[src/hdl/dcsw_pkg.sv]
package dcsw_pkg;

	// ------------------------------------------------------------
	// Register map
	// ------------------------------------------------------------
	localparam logic [3:0] DCSW_ADDR_CTRL   = 4'h0;
	localparam logic [3:0] DCSW_ADDR_STATUS = 4'h4;
	localparam logic [3:0] DCSW_ADDR_MODE   = 4'h8;
	localparam logic [3:0] DCSW_ADDR_SEQ    = 4'hc;

	// ------------------------------------------------------------
	// Control word bit positions
	// ------------------------------------------------------------
	localparam int DCSW_CB_RUN   = 0;
	localparam int DCSW_CB_COAST = 1;
	localparam int DCSW_CB_QUICK = 2;
	localparam int DCSW_CB_PERM  = 3;
	localparam int DCSW_CB_CLEAR = 7;

	// ------------------------------------------------------------
	// Status word bit positions
	// ------------------------------------------------------------
	localparam int DCSW_SB_READY  = 0;
	localparam int DCSW_SB_ENERG  = 1;
	localparam int DCSW_SB_OPER   = 2;
	localparam int DCSW_SB_FAULT  = 3;
	localparam int DCSW_SB_COAST  = 4;
	localparam int DCSW_SB_QUICK  = 5;
	localparam int DCSW_SB_INHIB  = 6;
	localparam int DCSW_SB_REMOTE = 9;

	// Mode register bits
	localparam int DCSW_MB_LINK = 0;
	localparam int DCSW_MB_REM  = 1;
	localparam int DCSW_MB_SEL  = 2;

	localparam logic [15:0] DCSW_CTRL_RST = 16'h0000;
	localparam logic [2:0]  DCSW_MODE_RST = 3'h0;
	localparam logic [2:0]  DCSW_STATE_INHIBIT = 3'h1;

	// ------------------------------------------------------------
	// Grouped signals
	// ------------------------------------------------------------
	typedef struct packed {
		logic [3:0]  addr;
		logic [15:0] wdata;
		logic        wr;
		logic        rd;
	} dcsw_bus_s;

	typedef struct packed {
		logic forward_run_request;
		logic reverse_run_request;
		logic halt_inhibit;
		logic freewheel_off_command;
		logic quick_off_command;
		logic output_permit;
		logic remote_fault_clear;
	} dcsw_seq_in_s;

	typedef struct packed {
		logic       ready_to_energise;
		logic       stack_energised;
		logic       operating;
		logic       fault_latched;
		logic [2:0] state_code;
	} dcsw_seq_out_s;

endpackage : dcsw_pkg

[src/hdl/dcsw_word_reg.sv]
`timescale 1ns/100ps
module dcsw_word_reg (
	// Clock and reset
	input  wire logic        clk,
	input  wire logic        rst_n,
	// Load port
	input  wire logic        load,
	input  wire logic [15:0] din,
	// Stored word
	output logic      [15:0] dout
);
	import dcsw_pkg::*;

	typedef struct packed {
		logic [15:0] word;
	} dcsw_wreg_s;

	dcsw_wreg_s st_r;
	dcsw_wreg_s st_nxt;

	always_comb begin
		st_nxt = st_r;
		if (load) begin
			st_nxt.word = din;
		end
	end

	always_ff @(posedge clk or negedge rst_n) begin
		if (!rst_n) begin
			st_r <= '{word: DCSW_CTRL_RST};
		end else begin
			st_r <= st_nxt;
		end
	end

	assign dout = st_r.word;

endmodule : dcsw_word_reg

[src/hdl/dcsw_top.sv]
`timescale 1ns/100ps
// Contract
// - Link mode takes inputs from control word
// - Only the bus write alters control word
// - Control word readable as diagnostic copy
// - Bit0 drives forward run, reverse/halt false
// - Bit1 drives freewheel release directly
// - Bit2 drives quick halt release directly
// - Bit3 drives output stage permit
// - Bit7 fault clear acts on rising edge
// - Unsupported status bits read zero
// - Status bit0 is ready-to-energise
// - Status bit1 is stack energised
// - Status bit2 is operating flag
// - Status bit3 is fault latched
// - Status bit4 mirrors freewheel release source
// - Status bit5 mirrors quick halt source
// - Status bit6 set only in inhibit state
// - Status bit9 is mode remote bit AND mode select bit
// - Fault exit needs clear rising edge in link mode; local mode passes the clear level through
// - Inhibit state has code one
module dcsw_top (
	// Clock and reset
	input  wire logic                    clk,
	input  wire logic                    arst_n,
	// Register port
	input  wire dcsw_pkg::dcsw_bus_s     bus,
	output logic                  [15:0] rdata,
	// Local sequencing inputs
	input  wire dcsw_pkg::dcsw_seq_in_s  local_in,
	// Sequencer side
	input  wire dcsw_pkg::dcsw_seq_out_s seq_out,
	output dcsw_pkg::dcsw_seq_in_s       seq_in
);
	import dcsw_pkg::*;

	// ------------------------------------------------------------
	// Reset release
	// ------------------------------------------------------------
	logic rst_s1_r;
	logic rst_n_r;

	always_ff @(posedge clk or negedge arst_n) begin
		if (!arst_n) begin
			rst_s1_r <= 1'b0;
			rst_n_r  <= 1'b0;
		end else begin
			rst_s1_r <= 1'b1;
			rst_n_r  <= rst_s1_r;
		end
	end

	// ------------------------------------------------------------
	// Local inputs come from pins: two-stage synchroniser
	// ------------------------------------------------------------
	dcsw_seq_in_s loc_s1_r;
	dcsw_seq_in_s loc_r;

	always_ff @(posedge clk or negedge rst_n_r) begin
		if (!rst_n_r) begin
			loc_s1_r <= '0;
			loc_r    <= '0;
		end else begin
			loc_s1_r <= local_in;
			loc_r    <= loc_s1_r;
		end
	end

	// ------------------------------------------------------------
	// Control word store
	// ------------------------------------------------------------
	logic [15:0] ctrl_word;
	logic        ctrl_load;

	// Bus is the only writer; nothing internal feeds the store
	assign ctrl_load = bus.wr && (bus.addr == DCSW_ADDR_CTRL);

	dcsw_word_reg u_ctrl (
		.clk   (clk),
		.rst_n (rst_n_r),
		.load  (ctrl_load),
		.din   (bus.wdata),
		.dout  (ctrl_word)
	);

	// ------------------------------------------------------------
	// Block state
	// ------------------------------------------------------------
	typedef struct packed {
		logic [2:0]   mode;
		logic         clr_prev;
		dcsw_seq_in_s seq;
		logic [15:0]  rdata;
	} dcsw_state_s;

	dcsw_state_s st_r;
	dcsw_state_s st_nxt;

	function automatic logic [15:0] status_word(
		input dcsw_seq_out_s so,
		input logic          link,
		input logic          remote_sel,
		input logic          coast,
		input logic          quick
	);
		logic [15:0] w;
		w = 16'h0000;
		w[DCSW_SB_READY]  = so.ready_to_energise;
		w[DCSW_SB_ENERG]  = so.stack_energised;
		w[DCSW_SB_OPER]   = so.operating;
		w[DCSW_SB_FAULT]  = so.fault_latched;
		w[DCSW_SB_COAST]  = coast;
		w[DCSW_SB_QUICK]  = quick;
		// Inhibit state code is fixed at one
		w[DCSW_SB_INHIB]  = (so.state_code == DCSW_STATE_INHIBIT);
		w[DCSW_SB_REMOTE] = remote_sel;
		return w;
	endfunction : status_word

	logic link;
	logic coast_src;
	logic quick_src;
	logic clr_bit;

	always_comb begin
		st_nxt    = st_r;
		link      = st_r.mode[DCSW_MB_LINK];
		clr_bit   = ctrl_word[DCSW_CB_CLEAR];
		coast_src = link ? ctrl_word[DCSW_CB_COAST]
		                 : loc_r.freewheel_off_command;
		quick_src = link ? ctrl_word[DCSW_CB_QUICK]
		                 : loc_r.quick_off_command;

		if (bus.wr && bus.addr == DCSW_ADDR_MODE) begin
			st_nxt.mode = bus.wdata[2:0];
		end

		st_nxt.clr_prev = clr_bit;

		if (link) begin
			st_nxt.seq.forward_run_request =
				ctrl_word[DCSW_CB_RUN];
			st_nxt.seq.reverse_run_request   = 1'b0;
			st_nxt.seq.halt_inhibit          = 1'b0;
			st_nxt.seq.freewheel_off_command =
				ctrl_word[DCSW_CB_COAST];
			st_nxt.seq.quick_off_command =
				ctrl_word[DCSW_CB_QUICK];
			st_nxt.seq.output_permit = ctrl_word[DCSW_CB_PERM];
			// Level held high must not retrigger a fault reset
			st_nxt.seq.remote_fault_clear =
				clr_bit && !st_r.clr_prev;
		end else begin
			st_nxt.seq = loc_r;
		end

		// Read data stand one cycle after the strobe only
		st_nxt.rdata = 16'h0000;
		if (bus.rd) begin
			if (bus.addr == DCSW_ADDR_CTRL) begin
				st_nxt.rdata = ctrl_word;
			end else if (bus.addr == DCSW_ADDR_STATUS) begin
				st_nxt.rdata = status_word(seq_out, link,
					st_r.mode[DCSW_MB_REM] && st_r.mode[DCSW_MB_SEL],
					coast_src, quick_src);
			end else if (bus.addr == DCSW_ADDR_MODE) begin
				st_nxt.rdata = {13'h0000, st_r.mode};
			end else if (bus.addr == DCSW_ADDR_SEQ) begin
				st_nxt.rdata = {9'h000, st_r.seq};
			end else begin
				st_nxt.rdata = 16'h0000;
			end
		end
	end

	always_ff @(posedge clk or negedge rst_n_r) begin
		if (!rst_n_r) begin
			st_r <= '{mode: DCSW_MODE_RST, clr_prev: 1'b0,
			          seq: '0, rdata: 16'h0000};
		end else begin
			st_r <= st_nxt;
		end
	end

	assign rdata  = st_r.rdata;
	assign seq_in = st_r.seq;

endmodule : dcsw_top

[config.mk]
export PLATFORM = sky130hd
export DESIGN_NAME = dcsw_top
export DESIGN_NICKNAME = d
export VERILOG_FILES = /design/src/hdl/dcsw_pkg.sv /design/src/hdl/dcsw_word_reg.sv /design/src/hdl/dcsw_top.sv
export SDC_FILE = /design/constraint.sdc
export NUM_CORES = 1
export LEC_CHECK = 0
export BUFFER_PORTS_ARGS = -buffer_cell sky130_fd_sc_hd__clkbuf_2
export CORE_ASPECT_RATIO = 0.7
export CORE_MARGIN = 8
export CORE_UTILIZATION = 40
export DETAILED_ROUTE_END_ITERATION = 10
export SYNTH_ARGS = -nofsm -noshare
export SYNTH_HDL_FRONTEND = slang
export SYNTH_SLANG_ARGS = --single-unit
[constraint.sdc]
create_clock -name clk -period 1.98 [get_ports clk]
set_input_delay 0.198 -clock clk [delete_from_list [all_inputs] [get_ports clk]]
set_output_delay 0.198 -clock clk [all_outputs]
set_load 0.01 [all_outputs]
==> impl_metrics.tcl, run 1 <==
set metrics [dict create \
    cpMaxStageDelayCell "dfrtp_1" \
    startpoint_type "flop" \
    synth.avg_cell_area_sq_um 14.1 \
    fin_crit_ps 1260 \
    vdd_drop_max_mv 0.522 \
    cts_resized 0 \
    die-area_sq_um 8490 \
    worst_slew_pin_slew_ps 583 \
    n_fill_cell 499 \
    dpl.cell_count 273 \
    fin_hold_ws_ps 78.0 \
    synth_cells 163 \
    clkTransAtPathRegs_ps 60 \
    cts_root_buf "clkbuf_8" \
    yosys_warnings 0 \
    drt-pass1-iter-count 4 \
    place_hpwl_um 3370 \
    port_buffers 60 \
    worstPathCellList "mux2_2, nor2_1, a211oi_1" \
    power_density_nw_per_um2 1030 \
    cts_max_path_buffers 2 \
    seqCellArea_sq_um 1480 \
    area.growth.synth_to_final_pct 22.5 \
    die_x_um 107 \
    synth_top_area_share_pct 64.1 \
    ys_seq_elements 59 \
    drc_errors 0 \
    cts_setup_buffers 0 \
    multi_input_area_sq_um 618 \
    insertion_delay_ps 330 \
    cp.required_ps 2180 \
    synth.distinct_cells 31 \
    crit_buf_inv 0 \
    numCtsBuffers 9 \
    drt_iter0_markers 54 \
    synth_top_family_by_area "multiplexers" \
    coreArea_sq_um 5640 \
    antenna_found_initial 0 \
    hold_violations 0 \
    htreeDepth 3 \
    synth-compound-area-share_pct 4.61 \
    finalSetupViolations 0 \
    vias_per_cell 4.55 \
    cts_tree "done" \
    path_depth 3 \
    grt_start_max_net_pins 30 \
    finClkSkew_ps 3.82 \
    drv_slew 0 \
    drive_gt1_share_pct 45.9 \
    fin_setup_tns_ps 0 \
    grt-ovfl-total 0 \
    cp.arrival_ps 1460 \
    synth-xor-area-share_pct 0 \
    synth_fa_ha_area_share_pct 0 \
    post-route-period-util_pct 63.8 \
    maxCapViolCount 0 \
    synth_area_leaders "dfrtp_1 (64%), buf_4 (7.5%), mux2_4 (6.5%), mux2_2 (5.9%), and3_1 (2.2%)" \
    syn-num-nets 201 \
    leakage_nw 1.44 \
    rsz0062_at_grt "false" \
    slew_headroom_pct 61.0 \
    layout.nets 255 \
    postRouteAntennaNets 0 \
    grt_pass1_wl_um 7380 \
    placed_area_sq_um 2540 \
    cts.sinks 59 \
    instances_no_fill 297 \
    wl_um 4490 \
    critPathKind "reg2reg" \
    fp.dieH_um 79.5 \
    diodes 0 \
    grt_pass1_vias 1509 \
    track_usage_pct 11.6 \
    worst-path-max-fanout 10 \
    gp_congestion 0.824 \
    power_w 0.00291 \
    synthesis.area_sq_um 2300 \
    outcome "completed" \
    num_vias 1351 \
    max_stage_delay_ps 560 \
    synth_top_area_cell "dfrtp_1" \
    ys_seq_area_share_pct 64.1 \
    hold_path.class "reg2async" \
    synthMuxAreaShare_pct 14.2 \
    rows 23 \
    rr_worst_depth 3 \
    final_area_sq_um 2820 \
    path_delay_family "flip-flops" \
    critPathCaptureType "flop" \
    yosys.area_share.simple_pct 7.87 \
    ios 61 \
    wl_per_cell_um 15.1 \
    timing.fmax_ghz 0.792 \
    start_util_pct 40.9 \
]
## area by class of cell
| cell class | instances | share of cell area, % |
|---|---|---|
| Sequential cell | 59 | 52.3 |
| Inverter | 1 | 0.133 |
| Multi-Input combinational cell | 74 | 21.9 |
| Clock inverter | 1 | 1.06 |
| Clock buffer | 15 | 6.25 |
| Timing Repair Buffer | 72 | 15.0 |
| Tap cell | 75 | 3.32 |
## state kept, by name (all words and copies together), names as in the netlist
signal,count
rdata,16
link,1
rst_n_r,1
u_ctrl.dout,16
st_r,3
seq_in,7
loc_r,7
rst_s1_r,1
loc_s1_r,7
## metrics by stage
step                util, %  setup slack (ps)
floorplan                 -               216
global placement       45.0               504
detailed placement     45.0               464
CTS                    50.0               719
global route           50.0               607
finish                 50.0               717
## routing by layer
metal | track usage, % | routed length [um] | vias up
met1 | 13.4 | 1980 | 655
met5 | 0 | 0 | -
li1 | - | - | 648
met4 | 4.62 | 65 | 0
met2 | 16.9 | 2030 | 40
met3 | 7.58 | 407 | 8
## report_power, final
| part | leakage [nW] | total (W) | switching, W | internal, W |
|---|---|---|---|---|
| Clock | 0.104 | 0.00110 | 0.000417 | 0.000686 |
| Sequential | 0.737 | 0.00146 | 0.000105 | 0.00136 |
| Combinational | 0.597 | 0.000350 | 0.000140 | 0.000210 |
## logic make-up after synthesis
group,Yosys count
buffers and inverters,30
AOI/OAI and AO/OA,16
DFF,59
muxes,26
other,1
and+or+nand+nor,31
## worst paths after layout
kind | from | endpoint | slack (ps)
max | link | rdata[5] | 720
min | rst_n_r | loc_s1_r[3] | 80
max reg2reg | link | rdata[5] | 720
min reg2reg | rst_n_r | loc_s1_r[3] | 80
max in group asynchronous | rst_n_r | rdata[0] | 1380
min in group clk | bus[12] | u_ctrl.dout[10] | 90
## worst reg2reg max path: stages, from the launching register on
cell and delay (ps):
dfrtp_1 560, mux2_2 420, nor2_1 100, a211oi_1 60
## synthesized netlist by cell type
master,n
dfrtp_1,59
buf_4,23
mux2_2,12
mux2_4,10
and3_1,8
nand2_1,7
nor2_1,4
a211oi_1,3
a21oi_1,3
buf_2,3
mux2i_1,3
nor2b_1,3
o22ai_1,3
clkbuf_1,2
nor3b_1,2
o21ai_1,2
o221ai_1,2
a31oi_1,1
buf_6,1
conb_1,1
inv_1,1
mux2_1,1
nand2b_1,1
nand3_1,1
nand3_4,1
nand4b_1,1
nor2_2,1
nor3_1,1
o21a_1,1
o32ai_1,1
or4_1,1
## placed cells by master, fill, tap and decap left out, drive strengths merged
master / synthesis / layout
nand2: 7 / 7
dfrtp: 59 / 59
o22ai: 3 / 3
bufinv: 0 / 1
nor2: 5 / 5
and3: 8 / 8
o21a: 1 / 1
a211oi: 3 / 3
nor2b: 3 / 3
nand3: 2 / 2
inv: 1 / 1
o21ai: 2 / 2
or4: 1 / 1
nand2b: 1 / 1
buf: 27 / 4
nor3b: 2 / 2
clkbuf: 2 / 75
o32ai: 1 / 1
nor3: 1 / 1
mux2: 23 / 23
mux2i: 3 / 3
a21oi: 3 / 3
a31oi: 1 / 1
dlygate4sd3: 0 / 8
conb: 1 / 1
nand4b: 1 / 1
o221ai: 2 / 2
## timing repair
item,CTS,global route
hold endpoints to repair,9,0
endpoints found under the setup margin,0,0
hold buffers,8,0
No activity file was read; power rests on OpenSTA's default activity.
==> run 2, diff against run 1 <==
Settings changed: ABC_AREA from default to 1, PLACE_DENSITY from default to 0.65.
Clock period 1.98 ns to 1.05 ns, I/O delays scaled along.
==> run 2 against run 1 <==
  * Total power up 91%
  * Non-clock buffer count up 25
  * Largest cell class unchanged
  * Clock power up 87%
  * Design area up 13%
  * Synthesized cell count up 50%
  * Register-to-register slack worse by 650 ps
  * Global-route usage up 0.44 points
  * Die area up 3.9%
  * Via count up 32%
  * Hold slack worse by 55 ps
==> impl_metrics.tcl, run 2 <==
set metrics [dict create \
    final_util_pct 55.2 \
    numCtsBuffers 9 \
    area.growth.synth_to_final_pct 32.2 \
    seqCellArea_sq_um 1480 \
    gp_congestion 0.842 \
    final_area_sq_um 3190 \
    async_flop_share_pct 100 \
    worst_r2r_startpoint "link" \
    placed_area_sq_um 2760 \
    place_hpwl_um 3680 \
    port_buffers 60 \
    startpoint_type "flop" \
    hold_path.class "in2reg" \
    syn-num-nets 282 \
    track_usage_pct 12.1 \
    cp.required_ps 940 \
    pre_cts_ws_ps -78.7 \
    htreeDepth 3 \
    synth_cells 244 \
    leakage_nw 1.70 \
    cpMaxStageDelayCell "dfrtp_1" \
    drv_slew 0 \
    timing.fmax_ghz 1.01 \
    grt_start_max_net_pins 58 \
    start_util_pct 41.7 \
    rows 23 \
    fin_crit_ps 991 \
    grt_pass1_wl_um 8180 \
    cts_tree "done" \
    cts_max_path_buffers 2 \
    crit_buf_inv 1 \
    yosys-top-cells-count "dfrtp_1 (59), nand2_1 (56), inv_1 (27)" \
    postRouteAntennaNets 0 \
    yosys_warnings 0 \
    ys_seq_elements 59 \
    power_density_nw_per_um2 1740 \
    hold_violations 0 \
    grt-ovfl-total 0 \
    worst-path-max-fanout 2 \
    synth_area_leaders "dfrtp_1 (61%), nand2_1 (8.7%), buf_4 (7.2%), inv_1 (4.2%), o21ai_2 (3.6%)" \
    ios 61 \
    hold_path_depth 3 \
    synthFlopType "dfrtp_1" \
    die_x_um 109 \
    ys_seq_area_share_pct 61.1 \
    n_fill_cell 522 \
    fin_setup_tns_ps 0 \
    rr_worst_depth 6 \
    post-route-period-util_pct 94.4 \
    finClkSkew_ps 5.89 \
    cp.arrival_ps 890 \
    rsz0062_at_grt "false" \
    drt_iter0_markers 120 \
    synth_top_area_cell "dfrtp_1" \
    critPathCaptureType "output port" \
    layout.nets 363 \
    wl_per_cell_um 12.3 \
    grt_pass1_vias 1729 \
    diodes 0 \
    hp-start "bus[2]" \
    drive_gt1_share_pct 33.9 \
    vias_per_cell 4.40 \
    final_common_cell "clkbuf_2" \
    wl_um 4970 \
    antenna_found_initial 0 \
    insertion_delay_ps 340 \
    synth.distinct_cells 19 \
    synth.avg_cell_area_sq_um 9.90 \
    finalSetupViolations 0 \
    r2r_end "rdata[4]" \
    drt-pass1-iter-count 4 \
    drc_errors 0 \
    multi_input_area_sq_um 624 \
    die-area_sq_um 8820 \
    path_delay_family "flip-flops" \
    yosysMostFrequentCell "dfrtp_1" \
    rrSetupSlack_ps 70 \
    setup_ws_ps 58.5 \
    coreArea_sq_um 5780 \
    worstPathCellList "clkbuf_2" \
    cts.sinks 59 \
    vdd_drop_max_mv 1.44 \
    critPathKind "reg2out" \
    outcome "completed" \
    synth_top_area_share_pct 61.1 \
    min_to "link" \
    synth_edf_count 0 \
    cts_root_buf "clkbuf_8" \
    num_vias 1780 \
    clkTransAtPathRegs_ps 70 \
    synthesis.area_sq_um 2410 \
    final_cell_mix "clkbuf_2 (60), dfrtp_1 (58), nand2_1 (56)" \
    maxCapViolCount 0 \
    max_stage_delay_ps 410 \
    fp.dieH_um 81.0 \
]
## run 2: what timing repair did
action	4_1_cts	5_1_grt
resized for setup	0	2
endpoints found under the hold margin	24	1
buffers inserted	0	0
hold buffers	22	1
setup endpoints to repair	0	2
## run 2: worst max-delay path by stage
stage              start         to  slack (ps)  cells after the start
6_report       seq_in[0]  seq_in[0]          60                      1
5_1_grt        seq_in[0]  seq_in[0]          20                      1
4_1_cts             link   rdata[4]           9                      6
3_5_place_dp     bus[20]   rdata[4]         -80                      7
3_3_place_gp     bus[20]   rdata[4]         -60                      7
2_1_floorplan    rst_n_r       link          30                      0
## run 2: kinds of logic after synthesis
family	synth area share [%]
AND/OR/NAND/NOR	18.4
AO/OA/AOI/OAI	7.31
flip-flops	61.1
buffers and inverters	13.0
other	0.155
## run 2: where the power goes
part / switching [W] / total [W] / internal (W) / leakage [nW]
Sequential: 0.000129 / 0.00269 / 0.00256 / 0.734
Combinational: 0.000438 / 0.000817 / 0.000379 / 0.862
Clock: 0.000899 / 0.00206 / 0.00116 / 0.0987
Total: 0.00147 / 0.00556 / 0.00409 / 1.70
## run 2: layer usage
| layer | vias up | share of wire, % | track usage [%] |
|---|---|---|---|
| li1 | 888 | - | - |
| met5 | - | 0 | 0 |
| met3 | 7 | 9.2 | 5.93 |
| met1 | 829 | 47 | 16.3 |
| met4 | 0 | 0.95 | 3.27 |
| met2 | 56 | 42 | 16.8 |
## run 2: per-stage QoR
stage	power [W]	std cells	hold WS, ps
floorplan	0.00323	244	-191
global placement	0.00348	366	-106
detailed placement	0.00350	366	-106
CTS	0.00564	404	4.07
global route	0.00586	405	30.8
finish	0.00556	405	22.8
## run 2: area by class of cell
class / instances / area share, %
flip-flops and latches: 59 / 46.3
clock buffers: 10 / 4.31
multi-input cells: 129 / 19.6
well taps: 75 / 2.94
repair buffers: 97 / 21.5
clock inverters: 6 / 2.00
inverters: 29 / 3.41
==> run 3, diff against run 2 <==
Settings changed: PLACE_DENSITY 0.65 to default.
Clock period 1.05 ns to 1.2 ns, I/O delays scaled along.
==> run 3 against run 2 <==
  * Die area unchanged
  * Critical path depth is 5 higher
  * Design area down 2.4%
  * Sequential cell count unchanged
  * Clock power shrank 9%
  * Highest routed layer unchanged
==> impl_metrics.tcl, run 3 (synthesized netlist as in run 2, its figures left out) <==
set metrics [dict create \
    place_hpwl_um 3670 \
    rr_worst_depth 6 \
    finalSetupViolations 0 \
    critPathKind "reg2reg" \
    outcome "completed" \
    antenna_found_initial 0 \
    drive_gt1_share_pct 32.6 \
    cpMostUsedCell "nand2_1" \
    cp.arrival_ps 1340 \
    worstPathCellList "inv_2, nand2_1, nand2_1, o21ai_0, nand2_1, nand2_1" \
    cts_root_buf "clkbuf_8" \
    instances_no_fill 397 \
    cts.sinks 59 \
    timing.fmax_ghz 0.946 \
    grt_pass1_wl_um 8380 \
    vdd_drop_max_mv 0.890 \
    path_depth 6 \
    startpoint_type "flop" \
    cts_tree "done" \
    cp-startpoint "link" \
    maxCapViolCount 0 \
    cpMaxStageDelayCell "dfrtp_2" \
    power_density_nw_per_um2 1580 \
    ios 61 \
    die-area_sq_um 8820 \
    fin_setup_tns_ps 0 \
    cp.required_ps 1480 \
    insertion_delay_ps 350 \
    post-route-period-util_pct 88.1 \
    critPathCaptureType "flop" \
    wl_um 4920 \
    vias_per_cell 4.37 \
    fp.dieH_um 81.0 \
    cts_max_path_buffers 2 \
    crit_buf_inv 1 \
    max_stage_delay_ps 430 \
    wl_per_cell_um 12.4 \
    drt_iter0_markers 67 \
    worst-path-max-fanout 6 \
    setup_ws_ps 142 \
    final_util_pct 53.8 \
    drc_errors 0 \
    worst_r2r_startpoint "link" \
    leakage_nw 1.65 \
    pre_cts_ws_ps 10.1 \
    track_usage_pct 12.5 \
    port_buffers 60 \
    area.growth.synth_to_final_pct 29.0 \
    fin_crit_ps 1060 \
    busiest_layer "met2" \
    use_met2_pct 18.2 \
    rsz0062_at_grt "false" \
    die_x_um 109 \
    rows 23 \
    htreeDepth 3 \
    postRouteAntennaNets 0 \
    diodes 0 \
    drt-pass1-iter-count 4 \
    start_util_pct 41.7 \
    drv_slew 0 \
    num_vias 1734 \
    coreArea_sq_um 5780 \
    final_common_cell "clkbuf_2" \
    r2r_end "rdata[4]" \
    numCtsBuffers 9 \
    clkTransAtPathRegs_ps 70 \
    layout.nets 355 \
    grtUsageMet3_pct 6.80 \
    grt_start_max_net_pins 58 \
    cp-endpoint "rdata[4]" \
    grt_pass1_vias 1831 \
    final_cell_mix "clkbuf_2 (60), dfrtp_1 (57), nand2_1 (56)" \
    hold_violations 0 \
    path_delay_family "flip-flops" \
    grtUsageMet1_pct 15.4 \
    finClkSkew_ps 8.45 \
    hold_path.class "in2reg" \
    rrSetupSlack_ps 140 \
    grt-ovfl-total 0 \
    dpl.cell_count 358 \
    gp_congestion 0.801 \
]
-- run 3: how the worst min path moves through the flow --
stage               startpoint              to  slack, ps  cells after the start
floorplan               arst_n         rst_n_r       -180                      0
global placement        arst_n        rst_s1_r        -90                      1
detailed placement      arst_n        rst_s1_r        -90                      1
CTS                     bus[8]  u_ctrl.dout[6]          6                      3
global route            bus[8]  u_ctrl.dout[6]         20                      3
finish                  bus[8]  u_ctrl.dout[6]         20                      3
-- run 3: worst register-to-register path, cell delays in order, from the launching register on --
cell and delay (ps):
dfrtp_2 430, inv_2 60, nand2_1 60, nand2_1 70, o21ai_0 210, nand2_1 100, nand2_1 70
-- run 3: final cells by class --
cell class / count / area [sq um]
fill: 540 / 2670
sequential: 59 / 1480
multi-input combinational: 129 / 624
timing repair buffer: 89 / 601
clock buffer: 9 / 124
inverter: 29 / 109
tap: 75 / 93.8
clock inverter: 7 / 83.8
-- run 3: through the flow --
stage / power [W] / area (sq um) / hold WS, ps
floorplan: 0.00283 / 2420 / -176
global placement: 0.00301 / 2680 / -93.0
detailed placement: 0.00303 / 2680 / -92.0
CTS: 0.00499 / 3110 / 5.90
global route: 0.00517 / 3110 / 16.9
finish: 0.00491 / 3110 / 17.4
-- run 3: what timing repair did --
item,CTS,global route
setup endpoints to repair,0,1
hold endpoints to repair,25,0
hold buffers,23,0
setup buffers,0,0
gates resized for setup,0,1
-- run 3: routing by layer --
layer  vias up  share of wire, %
li1        877                 -
met1       789                47
met2        61                42
met3         7               9.6
met4         0               1.1
met5         -                 0
-- run 3: where the power goes --
part | leakage [nW] | switching [W] | internal (W) | total [W]
Combinational | 0.816 | 0.000365 | 0.000299 | 0.000664
Clock | 0.103 | 0.000882 | 0.000996 | 0.00188
Sequential | 0.733 | 0.000133 | 0.00224 | 0.00237
Total | 1.65 | 0.00138 | 0.00353 | 0.00491
